**src/logic/sperr_pkg.sv**
```systemverilog
/*
  shared constants of the serial error responder: frame bytes, error codes,
  uart timing at 10 MHz and 9600 bit/s.
  assumes a single 10 MHz clock and 8N1 characters on the line.
*/
`default_nettype none
package sperr_pkg;
  localparam int unsigned CLK_HZ = 10000000;
  localparam int unsigned BAUD = 9600;
  localparam int unsigned BIT_CYC = CLK_HZ / BAUD;
  localparam int unsigned HALF_CYC = BIT_CYC / 2;
  localparam logic [7:0] BYTE_START = 8'h02;
  localparam logic [7:0] BYTE_END = 8'h03;
  localparam logic [7:0] BYTE_FILL = 8'hff;
  localparam logic [7:0] CMD_POS = 8'h04;
  localparam logic [7:0] CMD_ADR = 8'h05;
  localparam logic [7:0] CMD_ALLOC = 8'h06;
  localparam logic [7:0] ERR_SEQ = 8'h04;
  localparam logic [7:0] ERR_RX = 8'h05;
  localparam logic [7:0] ERR_RANGE = 8'h06;
  localparam logic [7:0] ERR_ADRLOST = 8'h07;
  localparam logic [7:0] ERR_NVM = 8'h08;
  localparam logic [7:0] ERR_POS = 8'h09;
  localparam logic [7:0] ERR_CHK = 8'h0a;
  localparam logic [7:0] ERR_MIN = 8'h04;
  localparam logic [7:0] ERR_MAX = 8'h0a;
  localparam logic [7:0] ADR_LOW = 8'h0b;
  localparam logic [7:0] ADR_HIGH = 8'h7f;
  localparam logic [2:0] FRAME_LEN = 3'h5;
  localparam logic [2:0] CMD_LEN = 3'h5;
endpackage : sperr_pkg
`default_nettype wire

```
**src/logic/sperr_tx_if.sv**
```systemverilog
/*
  byte hand-over from the responder core to its uart transmitter.
  assumes both ends share clock_i.
*/
`default_nettype none
interface sperr_tx_if;
  logic valid;
  logic ready;
  logic [7:0] data;
  modport src (output valid, output data, input ready);
  modport snk (input valid, input data, output ready);
endinterface : sperr_tx_if
`default_nettype wire

```
**src/logic/sperr_core.sv**
```systemverilog
/*
  serial error responder: receives addressed commands and answers failed
  ones with an error frame carrying a code.
  assumes rxd_i is an asynchronous pin; fault inputs come from logic on
  clock_i; normal answers are produced elsewhere.
*/
`default_nettype none
module sperr_core (
  input wire logic clock_i, // 10 MHz clock
  input wire logic rst_i, // synchronous reset, high
  input wire logic rxd_i, // serial line from master
  output logic txd_o, // serial line to master
  input wire logic adr_lost_i, // pulse: stored address check failed
  input wire logic boot_adr_fail_i, // level at start: address unrecoverable
  input wire logic nvm_fail_i, // pulse: parameter memory fault
  input wire logic pos_fail_i, // level: no valid position now
  output logic cmd_valid_o, // pulse: good command received
  output logic [7:0] cmd_op_o, // command byte of good command
  output logic [7:0] cmd_arg_o, // argument byte of good command
  output logic [7:0] err_code_o, // last code sent
  output logic err_busy_o // error frame being sent
);
  typedef enum logic [3:0] {
    SPERR_IDLE = 4'b0001,
    SPERR_DATA = 4'b0010,
    SPERR_STOP = 4'b0100,
    SPERR_SKIP = 4'b1000
  } sperr_rx_t;

  sperr_rx_t rx_q;
  logic rx_m_q, rx_s_q, rx_p_q;
  logic [13:0] rcnt_q;
  logic [2:0] rbit_q;
  logic [7:0] rsh_q;
  logic byte_v_q, rx_err_q;
  logic [7:0] byte_q;
  logic [2:0] pos_q;
  logic [7:0] op_q, arg_q, chk_q;
  logic pend_q, boot_q;
  logic [7:0] pcode_q;
  logic [2:0] tidx_q;
  logic sending_q;
  logic ev_v;
  logic [7:0] ev_code;
  logic [7:0] sum;
  sperr_tx_if txb ();

  // two-flop synchroniser on the receive pin
  always_ff @(posedge clock_i) begin
    if (rst_i) begin
      rx_m_q <= 1'b1;
      rx_s_q <= 1'b1;
      rx_p_q <= 1'b1;
    end else begin
      rx_m_q <= rxd_i;
      rx_s_q <= rx_m_q;
      rx_p_q <= rx_s_q;
    end
  end

  // 8N1 receiver sampling mid-bit; a bad stop bit flags a fault
  always_ff @(posedge clock_i) begin
    if (rst_i) begin
      rx_q <= SPERR_IDLE;
      rcnt_q <= '0;
      rbit_q <= '0;
      rsh_q <= '0;
      byte_v_q <= 1'b0;
      rx_err_q <= 1'b0;
      byte_q <= '0;
    end else begin
      byte_v_q <= 1'b0;
      rx_err_q <= 1'b0;
      case (rx_q)
        SPERR_IDLE: begin
          rcnt_q <= '0;
          if (rx_p_q && !rx_s_q) begin
            rx_q <= SPERR_DATA;
            rbit_q <= '0;
            // counter wraps through zero so the first data sample lands
            // one and a half bits after the start edge, not mid start bit
            rcnt_q <= 14'(0 - sperr_pkg::HALF_CYC);
          end
        end
        SPERR_DATA: begin
          if (rcnt_q == 14'(sperr_pkg::BIT_CYC - 1)) begin
            rcnt_q <= '0;
            rsh_q <= {rx_s_q, rsh_q[7:1]};
            rbit_q <= rbit_q + 3'h1;
            if (rbit_q == 3'h7) begin
              rx_q <= SPERR_STOP;
            end
          end else begin
            rcnt_q <= rcnt_q + 14'h1;
          end
        end
        SPERR_STOP: begin
          if (rcnt_q == 14'(sperr_pkg::BIT_CYC - 1)) begin
            rcnt_q <= '0;
            if (rx_s_q) begin
              byte_v_q <= 1'b1;
              byte_q <= rsh_q;
              rx_q <= SPERR_IDLE;
            end else begin
              rx_err_q <= 1'b1; // wrong baud or break
              rx_q <= SPERR_SKIP;
            end
          end else begin
            rcnt_q <= rcnt_q + 14'h1;
          end
        end
        SPERR_SKIP: begin
          if (rx_s_q) begin
            rx_q <= SPERR_IDLE;
          end
        end
        default: rx_q <= SPERR_IDLE;
      endcase
    end
  end

  // check byte is the 8-bit sum of start, command and argument
  assign sum = 8'(sperr_pkg::BYTE_START + op_q + arg_q);

  // command parser: decides good command or error code
  always_comb begin
    ev_v = 1'b0;
    ev_code = sperr_pkg::ERR_SEQ;
    if (rx_err_q) begin
      ev_v = 1'b1;
      ev_code = sperr_pkg::ERR_RX;
    end else if (byte_v_q && pos_q != 3'h0) begin
      case (pos_q)
        3'h1: begin
          if (byte_q != sperr_pkg::CMD_POS && byte_q != sperr_pkg::CMD_ADR
              && byte_q != sperr_pkg::CMD_ALLOC) begin
            ev_v = 1'b1;
            ev_code = sperr_pkg::ERR_SEQ;
          end
        end
        3'h3: begin
          if (byte_q != sum) begin
            ev_v = 1'b1;
            ev_code = sperr_pkg::ERR_CHK;
          end
        end
        3'h4: begin
          if (byte_q != sperr_pkg::BYTE_END) begin
            ev_v = 1'b1;
            ev_code = sperr_pkg::ERR_SEQ;
          end else if (op_q == sperr_pkg::CMD_ALLOC && (arg_q < sperr_pkg::ADR_LOW
                       || arg_q > sperr_pkg::ADR_HIGH)) begin
            ev_v = 1'b1;
            ev_code = sperr_pkg::ERR_RANGE;
          end else if (op_q == sperr_pkg::CMD_POS && pos_fail_i) begin
            ev_v = 1'b1;
            ev_code = sperr_pkg::ERR_POS;
          end
        end
        default: ev_v = 1'b0;
      endcase
    end
    if (!ev_v && nvm_fail_i) begin
      ev_v = 1'b1;
      ev_code = sperr_pkg::ERR_NVM;
    end else if (!ev_v && (adr_lost_i || boot_q)) begin
      ev_v = 1'b1;
      ev_code = sperr_pkg::ERR_ADRLOST;
    end
  end

  // frame position tracking; any error restarts the hunt for start
  always_ff @(posedge clock_i) begin
    if (rst_i) begin
      pos_q <= '0;
      op_q <= '0;
      arg_q <= '0;
      chk_q <= '0;
      cmd_valid_o <= 1'b0;
      cmd_op_o <= '0;
      cmd_arg_o <= '0;
    end else begin
      cmd_valid_o <= 1'b0;
      if (ev_v || sending_q) begin
        pos_q <= '0;
      end else if (byte_v_q) begin
        case (pos_q)
          3'h0: if (byte_q == sperr_pkg::BYTE_START) pos_q <= 3'h1;
          3'h1: begin
            op_q <= byte_q;
            pos_q <= 3'h2;
          end
          3'h2: begin
            arg_q <= byte_q;
            pos_q <= 3'h3;
          end
          3'h3: begin
            chk_q <= byte_q;
            pos_q <= 3'h4;
          end
          default: begin
            pos_q <= '0;
            cmd_valid_o <= 1'b1;
            cmd_op_o <= op_q;
            cmd_arg_o <= arg_q;
          end
        endcase
      end
    end
  end

  // pending code latch; boot address fault sampled once after reset
  always_ff @(posedge clock_i) begin
    if (rst_i) begin
      pend_q <= 1'b0;
      pcode_q <= sperr_pkg::ERR_MIN;
      boot_q <= 1'b1;
    end else begin
      boot_q <= 1'b0;
      if (ev_v && !pend_q && !sending_q) begin
        pend_q <= boot_q ? boot_adr_fail_i : 1'b1;
        pcode_q <= ev_code; // always within 04h..0Ah
      end else if (pend_q && !sending_q) begin
        pend_q <= 1'b0;
      end
    end
  end

  // error frame sequencer: start, ff, ff, code, end
  always_ff @(posedge clock_i) begin
    if (rst_i) begin
      sending_q <= 1'b0;
      tidx_q <= '0;
      err_code_o <= sperr_pkg::ERR_MIN;
    end else if (!sending_q) begin
      if (pend_q) begin
        sending_q <= 1'b1;
        tidx_q <= '0;
        err_code_o <= pcode_q;
      end
    end else if (txb.ready) begin
      if (tidx_q == sperr_pkg::FRAME_LEN) begin
        sending_q <= 1'b0; // stop bit of the end byte has left the line
      end else begin
        tidx_q <= tidx_q + 3'h1;
      end
    end
  end

  // no byte offered once all five are handed over; busy waits for the line
  assign txb.valid = sending_q && (tidx_q != sperr_pkg::FRAME_LEN);
  assign err_busy_o = sending_q;

  // byte of the error frame by index
  always_comb begin
    case (tidx_q)
      3'h0: txb.data = sperr_pkg::BYTE_START;
      3'h1: txb.data = sperr_pkg::BYTE_FILL;
      3'h2: txb.data = sperr_pkg::BYTE_FILL;
      3'h3: txb.data = err_code_o;
      default: txb.data = sperr_pkg::BYTE_END;
    endcase
  end

  sperr_uart_tx u_tx (
    .clock_i(clock_i),
    .rst_i(rst_i),
    .tx(txb),
    .txd_o(txd_o)
  );
endmodule : sperr_core
`default_nettype wire

```
**src/logic/sperr_uart_tx.sv**
```systemverilog
/*
  8N1 uart transmitter for the error responder.
  assumes clock_i at 10 MHz; one byte taken per valid/ready handshake.
*/
`default_nettype none
module sperr_uart_tx (
  input wire logic clock_i, // 10 MHz clock
  input wire logic rst_i, // synchronous reset, high
  sperr_tx_if.snk tx, // byte stream in
  output logic txd_o // serial line out, idle high
);
  logic [13:0] cnt_q;
  logic [3:0] bit_q;
  logic [9:0] sh_q;
  logic busy_q;

  // idle when not shifting
  assign tx.ready = !busy_q;

  // shift start, data lsb first, stop at 9600 bit/s
  always_ff @(posedge clock_i) begin
    if (rst_i) begin
      busy_q <= 1'b0;
      cnt_q <= '0;
      bit_q <= '0;
      sh_q <= 10'h3ff;
    end else if (!busy_q) begin
      if (tx.valid) begin
        busy_q <= 1'b1;
        sh_q <= {1'b1, tx.data, 1'b0};
        cnt_q <= '0;
        bit_q <= '0;
      end
    end else if (cnt_q == 14'(sperr_pkg::BIT_CYC - 1)) begin
      cnt_q <= '0;
      sh_q <= {1'b1, sh_q[9:1]};
      if (bit_q == 4'h9) begin
        busy_q <= 1'b0;
      end
      bit_q <= bit_q + 4'h1;
    end else begin
      cnt_q <= cnt_q + 14'h1;
    end
  end

  // line is the low bit of the shifter
  always_ff @(posedge clock_i) begin
    if (rst_i) begin
      txd_o <= 1'b1;
    end else begin
      txd_o <= busy_q ? sh_q[0] : 1'b1;
    end
  end
endmodule : sperr_uart_tx
`default_nettype wire

```
**config.mk**
```make
export PLATFORM = sky130hd
export DESIGN_NAME = sperr_core
export DESIGN_NICKNAME = d
export VERILOG_FILES = /design/src/logic/sperr_pkg.sv /design/src/logic/sperr_tx_if.sv /design/src/logic/sperr_core.sv /design/src/logic/sperr_uart_tx.sv
export SDC_FILE = /design/constraint.sdc
export NUM_CORES = 1
export LEC_CHECK = 0
export BUFFER_PORTS_ARGS = -buffer_cell sky130_fd_sc_hd__buf_2
export CORE_MARGIN = 1
export CORE_UTILIZATION = 39
export CTS_BUF_LIST = sky130_fd_sc_hd__clkbuf_16
export DETAILED_ROUTE_END_ITERATION = 10
export GPL_ROUTABILITY_DRIVEN = 0
export PLACE_DENSITY_LB_ADDON = 0.25
export SLEW_MARGIN = 15
export SYNTH_ARGS = -nofsm -noshare
export SYNTH_HDL_FRONTEND = slang
export SYNTH_SLANG_ARGS = --single-unit
```
**constraint.sdc**
```tcl
create_clock -name clock_i -period 6.15 [get_ports clock_i]
set_input_delay 0.3075 -clock clock_i [delete_from_list [all_inputs] [get_ports clock_i]]
set_output_delay 0.3075 -clock clock_i [all_outputs]
set_load 0.03 [all_outputs]
```
Word-level counts from Yosys, hierarchy flattened --
Cells that the tools add are included.
Word-level totals: register bits after elaboration 130, input port bits 7, output and inout bits 27, logic and storage cells 185
Operators by class: $add $sub $neg 7, order comparisons 2, equality and inequality tests 34, muxes and demuxes 63, bitwise logic cells 7, reduce and logical (&&, ||, !) cells 45
Operators with widths (count):
- 14-bit 2-to-1 mux | 5
- 4-bit 2-to-1 mux | 15
- 10-bit 2-to-1 mux | 3
- 14-bit by 1-bit adder with 14-bit output, second input constant | 2
- 14-bit by 11-bit == test with 1-bit output, second input constant | 2
- 14-bit one-hot mux with 2 select lines | 1
- 1-bit 2-to-1 mux | 24
- 8-bit by 3-bit != test with 1-bit output, second input constant | 3
- 8-bit one-hot mux with 3 select lines | 1
- 3-bit 2-to-1 mux | 7
- 2-bit != test, second input constant | 9
- 3-bit AND reduction | 6
- 8-bit by 3-bit == test with 1-bit output, second input constant | 2
- 8-bit 2-to-1 mux | 2
- 4-bit one-hot mux with 4 select lines | 1
- 3-bit by 2-bit == test with 1-bit output, second input constant | 4
- 1-bit logical AND | 12
- 3-bit one-hot mux with 4 select lines | 1
- 2-bit nonzero test | 5
- 3-bit == test, second input constant | 3
- 2-bit by 8-bit adder with 8-bit output, first input constant | 1
- 8-bit adder | 1
- 4-bit == test, second input constant | 2
- 8-bit by 2-bit == test with 1-bit output, second input constant | 1
- other kinds (24) | 45

Longest topological paths before layout --
depth after elaboration 15, gate-level depth with buffers 14, mapped depth without buffers 12

Hierarchy --
From an unflattened synthesis, not the netlist that was laid out.
Unflattened totals: cell total of the unflattened synthesis 736, area total of the unflattened synthesis 6284.8 um^2
By module, submodules not included:
- sperr_core | instances 1, cells each 548, area each 4679.5 um^2, sequential area each 1841.8 um^2
- sperr_uart_tx | instances 1, cells each 188, area each 1605.3 um^2, sequential area each 580.6 um^2

Worst setup path before layout --
OpenSTA, ideal clock, no wires.
path type reg-to-reg, start point register op_q[1], end point register pcode_q[2], arrival time 2895 ps, required time 6028 ps, path slack 3133 ps, stages on the path, launching flop included 13, path buffers 0, period minus slack after synthesis 3017 ps, cell sequence dfxtp_1 inv_1 ha_1 inv_1 ha_1 fa_1 xnor2_1 nand4_1 a221oi_2 o21ai_1 o21a_2 or3_1 a221o_1
On the way: word-level cells in the longest chain between the ends 14, elaborated cells between the ends (all ways) 30, those cells by class add/sub (2); eq/ne (3); mux (18); reduce/logical (7)
Ends and longest elaborated chain:
- start, declared | RTL line sperr_core.sv:38 | logic [7:0] op_q, arg_q, chk_q;
- start signal, assigned | RTL line sperr_core.sv:190 | op_q <= byte_q;
- parallel branches: the longest is 14 deep, another holds 2-bit by 8-bit adder with 8-bit output
- end signal, assigned | RTL line sperr_core.sv:216 | pcode_q <= sperr_pkg::ERR_MIN;
- end signal, assigned | RTL line sperr_core.sv:222 | pcode_q <= ev_code;
- end, declared | RTL line sperr_core.sv:40 | logic [7:0] pcode_q;
Parallel ways; which one is timed is not known. A chain may end at the register's enable or synchronous reset.

Final worst setup path --
start point register op_q[1], end point register cmd_op_o[2]
On the way: word-level cells in the longest chain between the ends 15, elaborated cells between the ends (all ways) 22, those cells by class add/sub (2); eq/ne (3); mux (9); bitwise (1); reduce/logical (7)
Ends and longest elaborated chain:
- parallel branches: the longest is 5 deep, another holds 2-bit by 8-bit adder with 8-bit output
- 1-bit one-hot mux with 3 select lines (*) | RTL line sperr_core.sv:133 | case (pos_q)
- 1-bit 2-to-1 mux (*) | RTL line sperr_core.sv:132 | end else if (byte_v_q && pos_q != 3'h0) begin
- 1-bit 2-to-1 mux (*) | RTL line sperr_core.sv:129 | if (rx_err_q) begin
- 1-bit zero test | RTL line sperr_core.sv:163, sperr_core.sv:166
- 1-bit logical AND | RTL line sperr_core.sv:166 | end else if (!ev_v && (adr_lost_i || boot_q)) begin
- 1-bit 2-to-1 mux | RTL line sperr_core.sv:166
- 1-bit 2-to-1 mux (*) | RTL line sperr_core.sv:163 | if (!ev_v && nvm_fail_i) begin
- 1-bit logical OR (*) | RTL line sperr_core.sv:184 | if (ev_v || sending_q) begin
- 1-bit inverter (no source line) (*)
- 3-bit AND reduction (no source line) (*)
- end signal, assigned | RTL line sperr_core.sv:204 | cmd_op_o <= op_q;
- end, declared | RTL line sperr_core.sv:18 | output logic [7:0] cmd_op_o,
Mark *: on every way between the ends.

==> summary.md <==
| Metric | Value |
|---|---|
| Outcome | `completed` |
| WL/cell | `13.7 um` |
| Post-CTS Resized | `0` |
| Largest net degree at the start of global routing | `about 90` |
| Primary FF master, synth | `dfxtp_1` |
| Layout cells sized above 1 | `0.0931` |
| Most frequent cells in the layout | `121 x dfxtp_1, 102 x nor2_1, 52 x a21oi_1` |
| Fmax | `between 300 and 400 MHz` |
| Relative slew slack | `0.315` |
| Most common cell after layout, fill and taps aside | `dfxtp_1` |
| Yosys top cell area share | `0.396` |
| Die height | `roughly 130 um` |
| Final TNS setup | `0 ps` |
| Clk root buf | `clkbuf_16` |
| Skew-Pair Late Insertion Delay | `410 ps` |
| Max incr delay on CP | `510 ps` |
| Synth area leaders | `dfxtp_1 40%, mux2i_1 7.2%, nor2_1 6.3%` |
| Yosys top cell by area | `dfxtp_1` |
| Initial antenna violation count | `0` |
| Crit start category | `flop` |
| Area growth syn-to-layout | `13.8%` |
| Min Tclk post-route | `3320 ps` |
| Clock Skew | `a little over 7 ps` |
| Pleak | `about 0.0027 uW` |
| Fill count | `1475` |
| Ys Warns | `0` |
| CTS H-tree depth | `4` |
| WP buf/inv | `3` |
| Cts bufs inserted | `17` |
| Register area share after synthesis | `0.396` |
| Vias in the first global route | `around 4800` |
| Max-cap violations | `0` |
| Critical path's top delay family | `adder cells` |
| Hold Slack | `between 100 and 150 ps` |
| Maximum clock path buffer count | `2` |
| First-pass DRT Iterations | `5` |
| Total GRT Usage | `0.172` |
| #FFs+latches synth | `~120` |
| Nets | `around 770` |
| Pwr Density | `between 300 and 400 nW/um^2` |
| Peak VDD IR | `roughly 0.25 mV` |
| Initial Utilization | `0.400` |
| Worst-path fanout max | `17` |
| Final wirelength | `about 13000 um` |
| Worst hold-check path type | `in -> reg` |
| DP Worst Slack | `just under 3000 ps` |
| Post-CTS Setup Inserts | `0` |
| RSZ-0062 raised after global routing | `no` |
| Die X | `127 um` |
| Port-buffer cells | `29` |
| Post-synthesis cell area | `6110 um^2` |
| Crit path kind | `reg -> reg` |
| HPWL Detailed | `8950 um` |
| # IOs | `34` |
| CP required | `6480 ps` |
| CP Data Arrival Time | `between 3000 and 4000 ps` |
| Clk sinks | `between 100 and 150` |
| DR vias/cell | `between 5 and 6` |
| Core Area | `between 15000 and 20000 um^2` |
| Ys async rst share | `0` |
| Final period util | `0.540` |
| Setup WS post-layout | `around 2800 ps` |
| Final hold viol count | `0` |
| Final setup vio count | `0` |
| 1st-iter DRT viols | `381` |
| Slew at the pin closest to its max-slew limit | `1010 ps` |
| Pins over their slew limit | `0` |
| Global-route wire length before repair | `roughly 23000 um` |
| Post-synth cell types | `64` |
| Syn Area/Cell | `roughly 8.5 um^2` |
| Number of flops mapped to enable cells by yosys | `0` |
| Cts hold-fix bufs | `0` |
| GR Overflow Total | `0` |
| DR DRC count | `0` |
| Pwr Total | `around 2300 uW` |
| # rows | `45` |
| Cells after Synth | `approximately 700` |
| Slowest CP cell | `fa_1` |
| Diode count | `0` |
| Via count | `just over 5000` |
| Remaining antenna violation count | `0` |
| Crit. End Element | `flop` |
| CTS tree | `yes` |
| Cell Chain, Critical Path | `inv_1 -> ha_1 -> inv_1 -> ha_1 -> fa_1 -> xnor2_1 -> nand4_1 -> a221oi_2 -> o21ai_1 -> o21a_2 -> nor4b_4 -> buf_4 -> mux2i_1` |
| Die ar. | `~16000 um^2` |
| Register clock-pin slew on the reported worst setup and hold paths | `~50 ps` |
## cell families (layout without fill, tap and decap cells)
logic type,Yosys count,in the layout,share of synthesized area
xor gates and xnor gates,12,12,0.0195
adders and majority gates,27,27,0.0565
other,1,4,0.000614
muxes,44,44,0.0721
AOI/OAI and AO/OA,139,139,0.145
and+or+nand+nor,314,314,0.268
DFF,121,121,0.396
buffers and inverters,59,80,0.0418
## sequential cells by signal (all words and copies together), names as in the netlist, 3 cells and up
| register | count |
|---|---|
| arg_q | 8 |
| byte_q | 8 |
| cmd_arg_o | 8 |
| cmd_op_o | 8 |
| err_code_o | 4 |
| op_q | 8 |
| pcode_q | 4 |
| pos_q | 3 |
| rbit_q | 3 |
| rcnt_q | 14 |
| rsh_q | 8 |
| rx_q | 4 |
| tidx_q | 3 |
| u_tx.bit_q | 4 |
| u_tx.cnt_q | 14 |
| u_tx.sh_q | 9 |
## final cells by class
class | count | area (um^2) | share of cell area
repair buffers | 31 | 163 | 0.0234
well taps | 211 | 264 | 0.0380
inverters | 20 | 75.1 | 0.0108
flip-flops and latches | 121 | 2420 | 0.348
clock inverters | 12 | 160 | 0.0230
clock buffers | 17 | 425 | 0.0612
multi-input cells | 540 | 3440 | 0.495
## worst paths after layout
check | to | from | slack (ps) | cells past startpoint
min reg2reg | rx_s_q | rx_m_q | 420 | 1
min | rx_m_q | rxd_i | 100 | 2
max | cmd_op_o[2] | op_q[1] | 2830 | 13
max reg2reg | cmd_op_o[2] | op_q[1] | 2830 | 13
## power breakdown
group / switching (uW) / total (uW) / internal [uW]
Clock: 335 / 997 / 662
Sequential: 64.2 / 913 / 849
Combinational: 233 / 369 / 137
Total: 632 / 2280 / 1650
## synth_stat cells, types with 3 or more instances
cell type    n
a211o_1      9
a211oi_1     4
a21o_1       4
a21oi_1     52
a22oi_1      4
a311oi_1     4
a31oi_1      7
and2_1       4
and3_1      14
buf_4        4
clkbuf_1    33
dfxtp_1    121
ha_1        26
inv_1       20
mux2i_1     44
nand2_1     46
nand2b_1    38
nand3_1     17
nand3b_1     4
nand4_1      5
nor2_1     102
nor2b_1      6
nor3_1      25
nor3b_1     17
nor4_1       5
nor4b_1      7
o21ai_0     23
o21ai_1      3
o22ai_1      3
or2_2        4
or3_1        7
xnor2_1      7
xor2_1       4
## stage by stage
stage / cells / cell area [um^2] / util
after floorplan: 720 / 6120 / -
after global placement: 923 / 6370 / 0.417
after detailed placement: 923 / 6370 / 0.417
after CTS: 952 / 6950 / 0.456
after global routing: 952 / 6950 / 0.456
final: 952 / 6950 / 0.456
## per-layer routing
layer,up-vias,GRT usage,share of wire
met5,-,0,0
met4,0,0.0714,0.011
met3,13,0.0377,0.042
met2,133,0.272,0.46
met1,2367,0.228,0.49
li1,2560,-,-
Note: power is estimated with default switching activity, not from simulation.
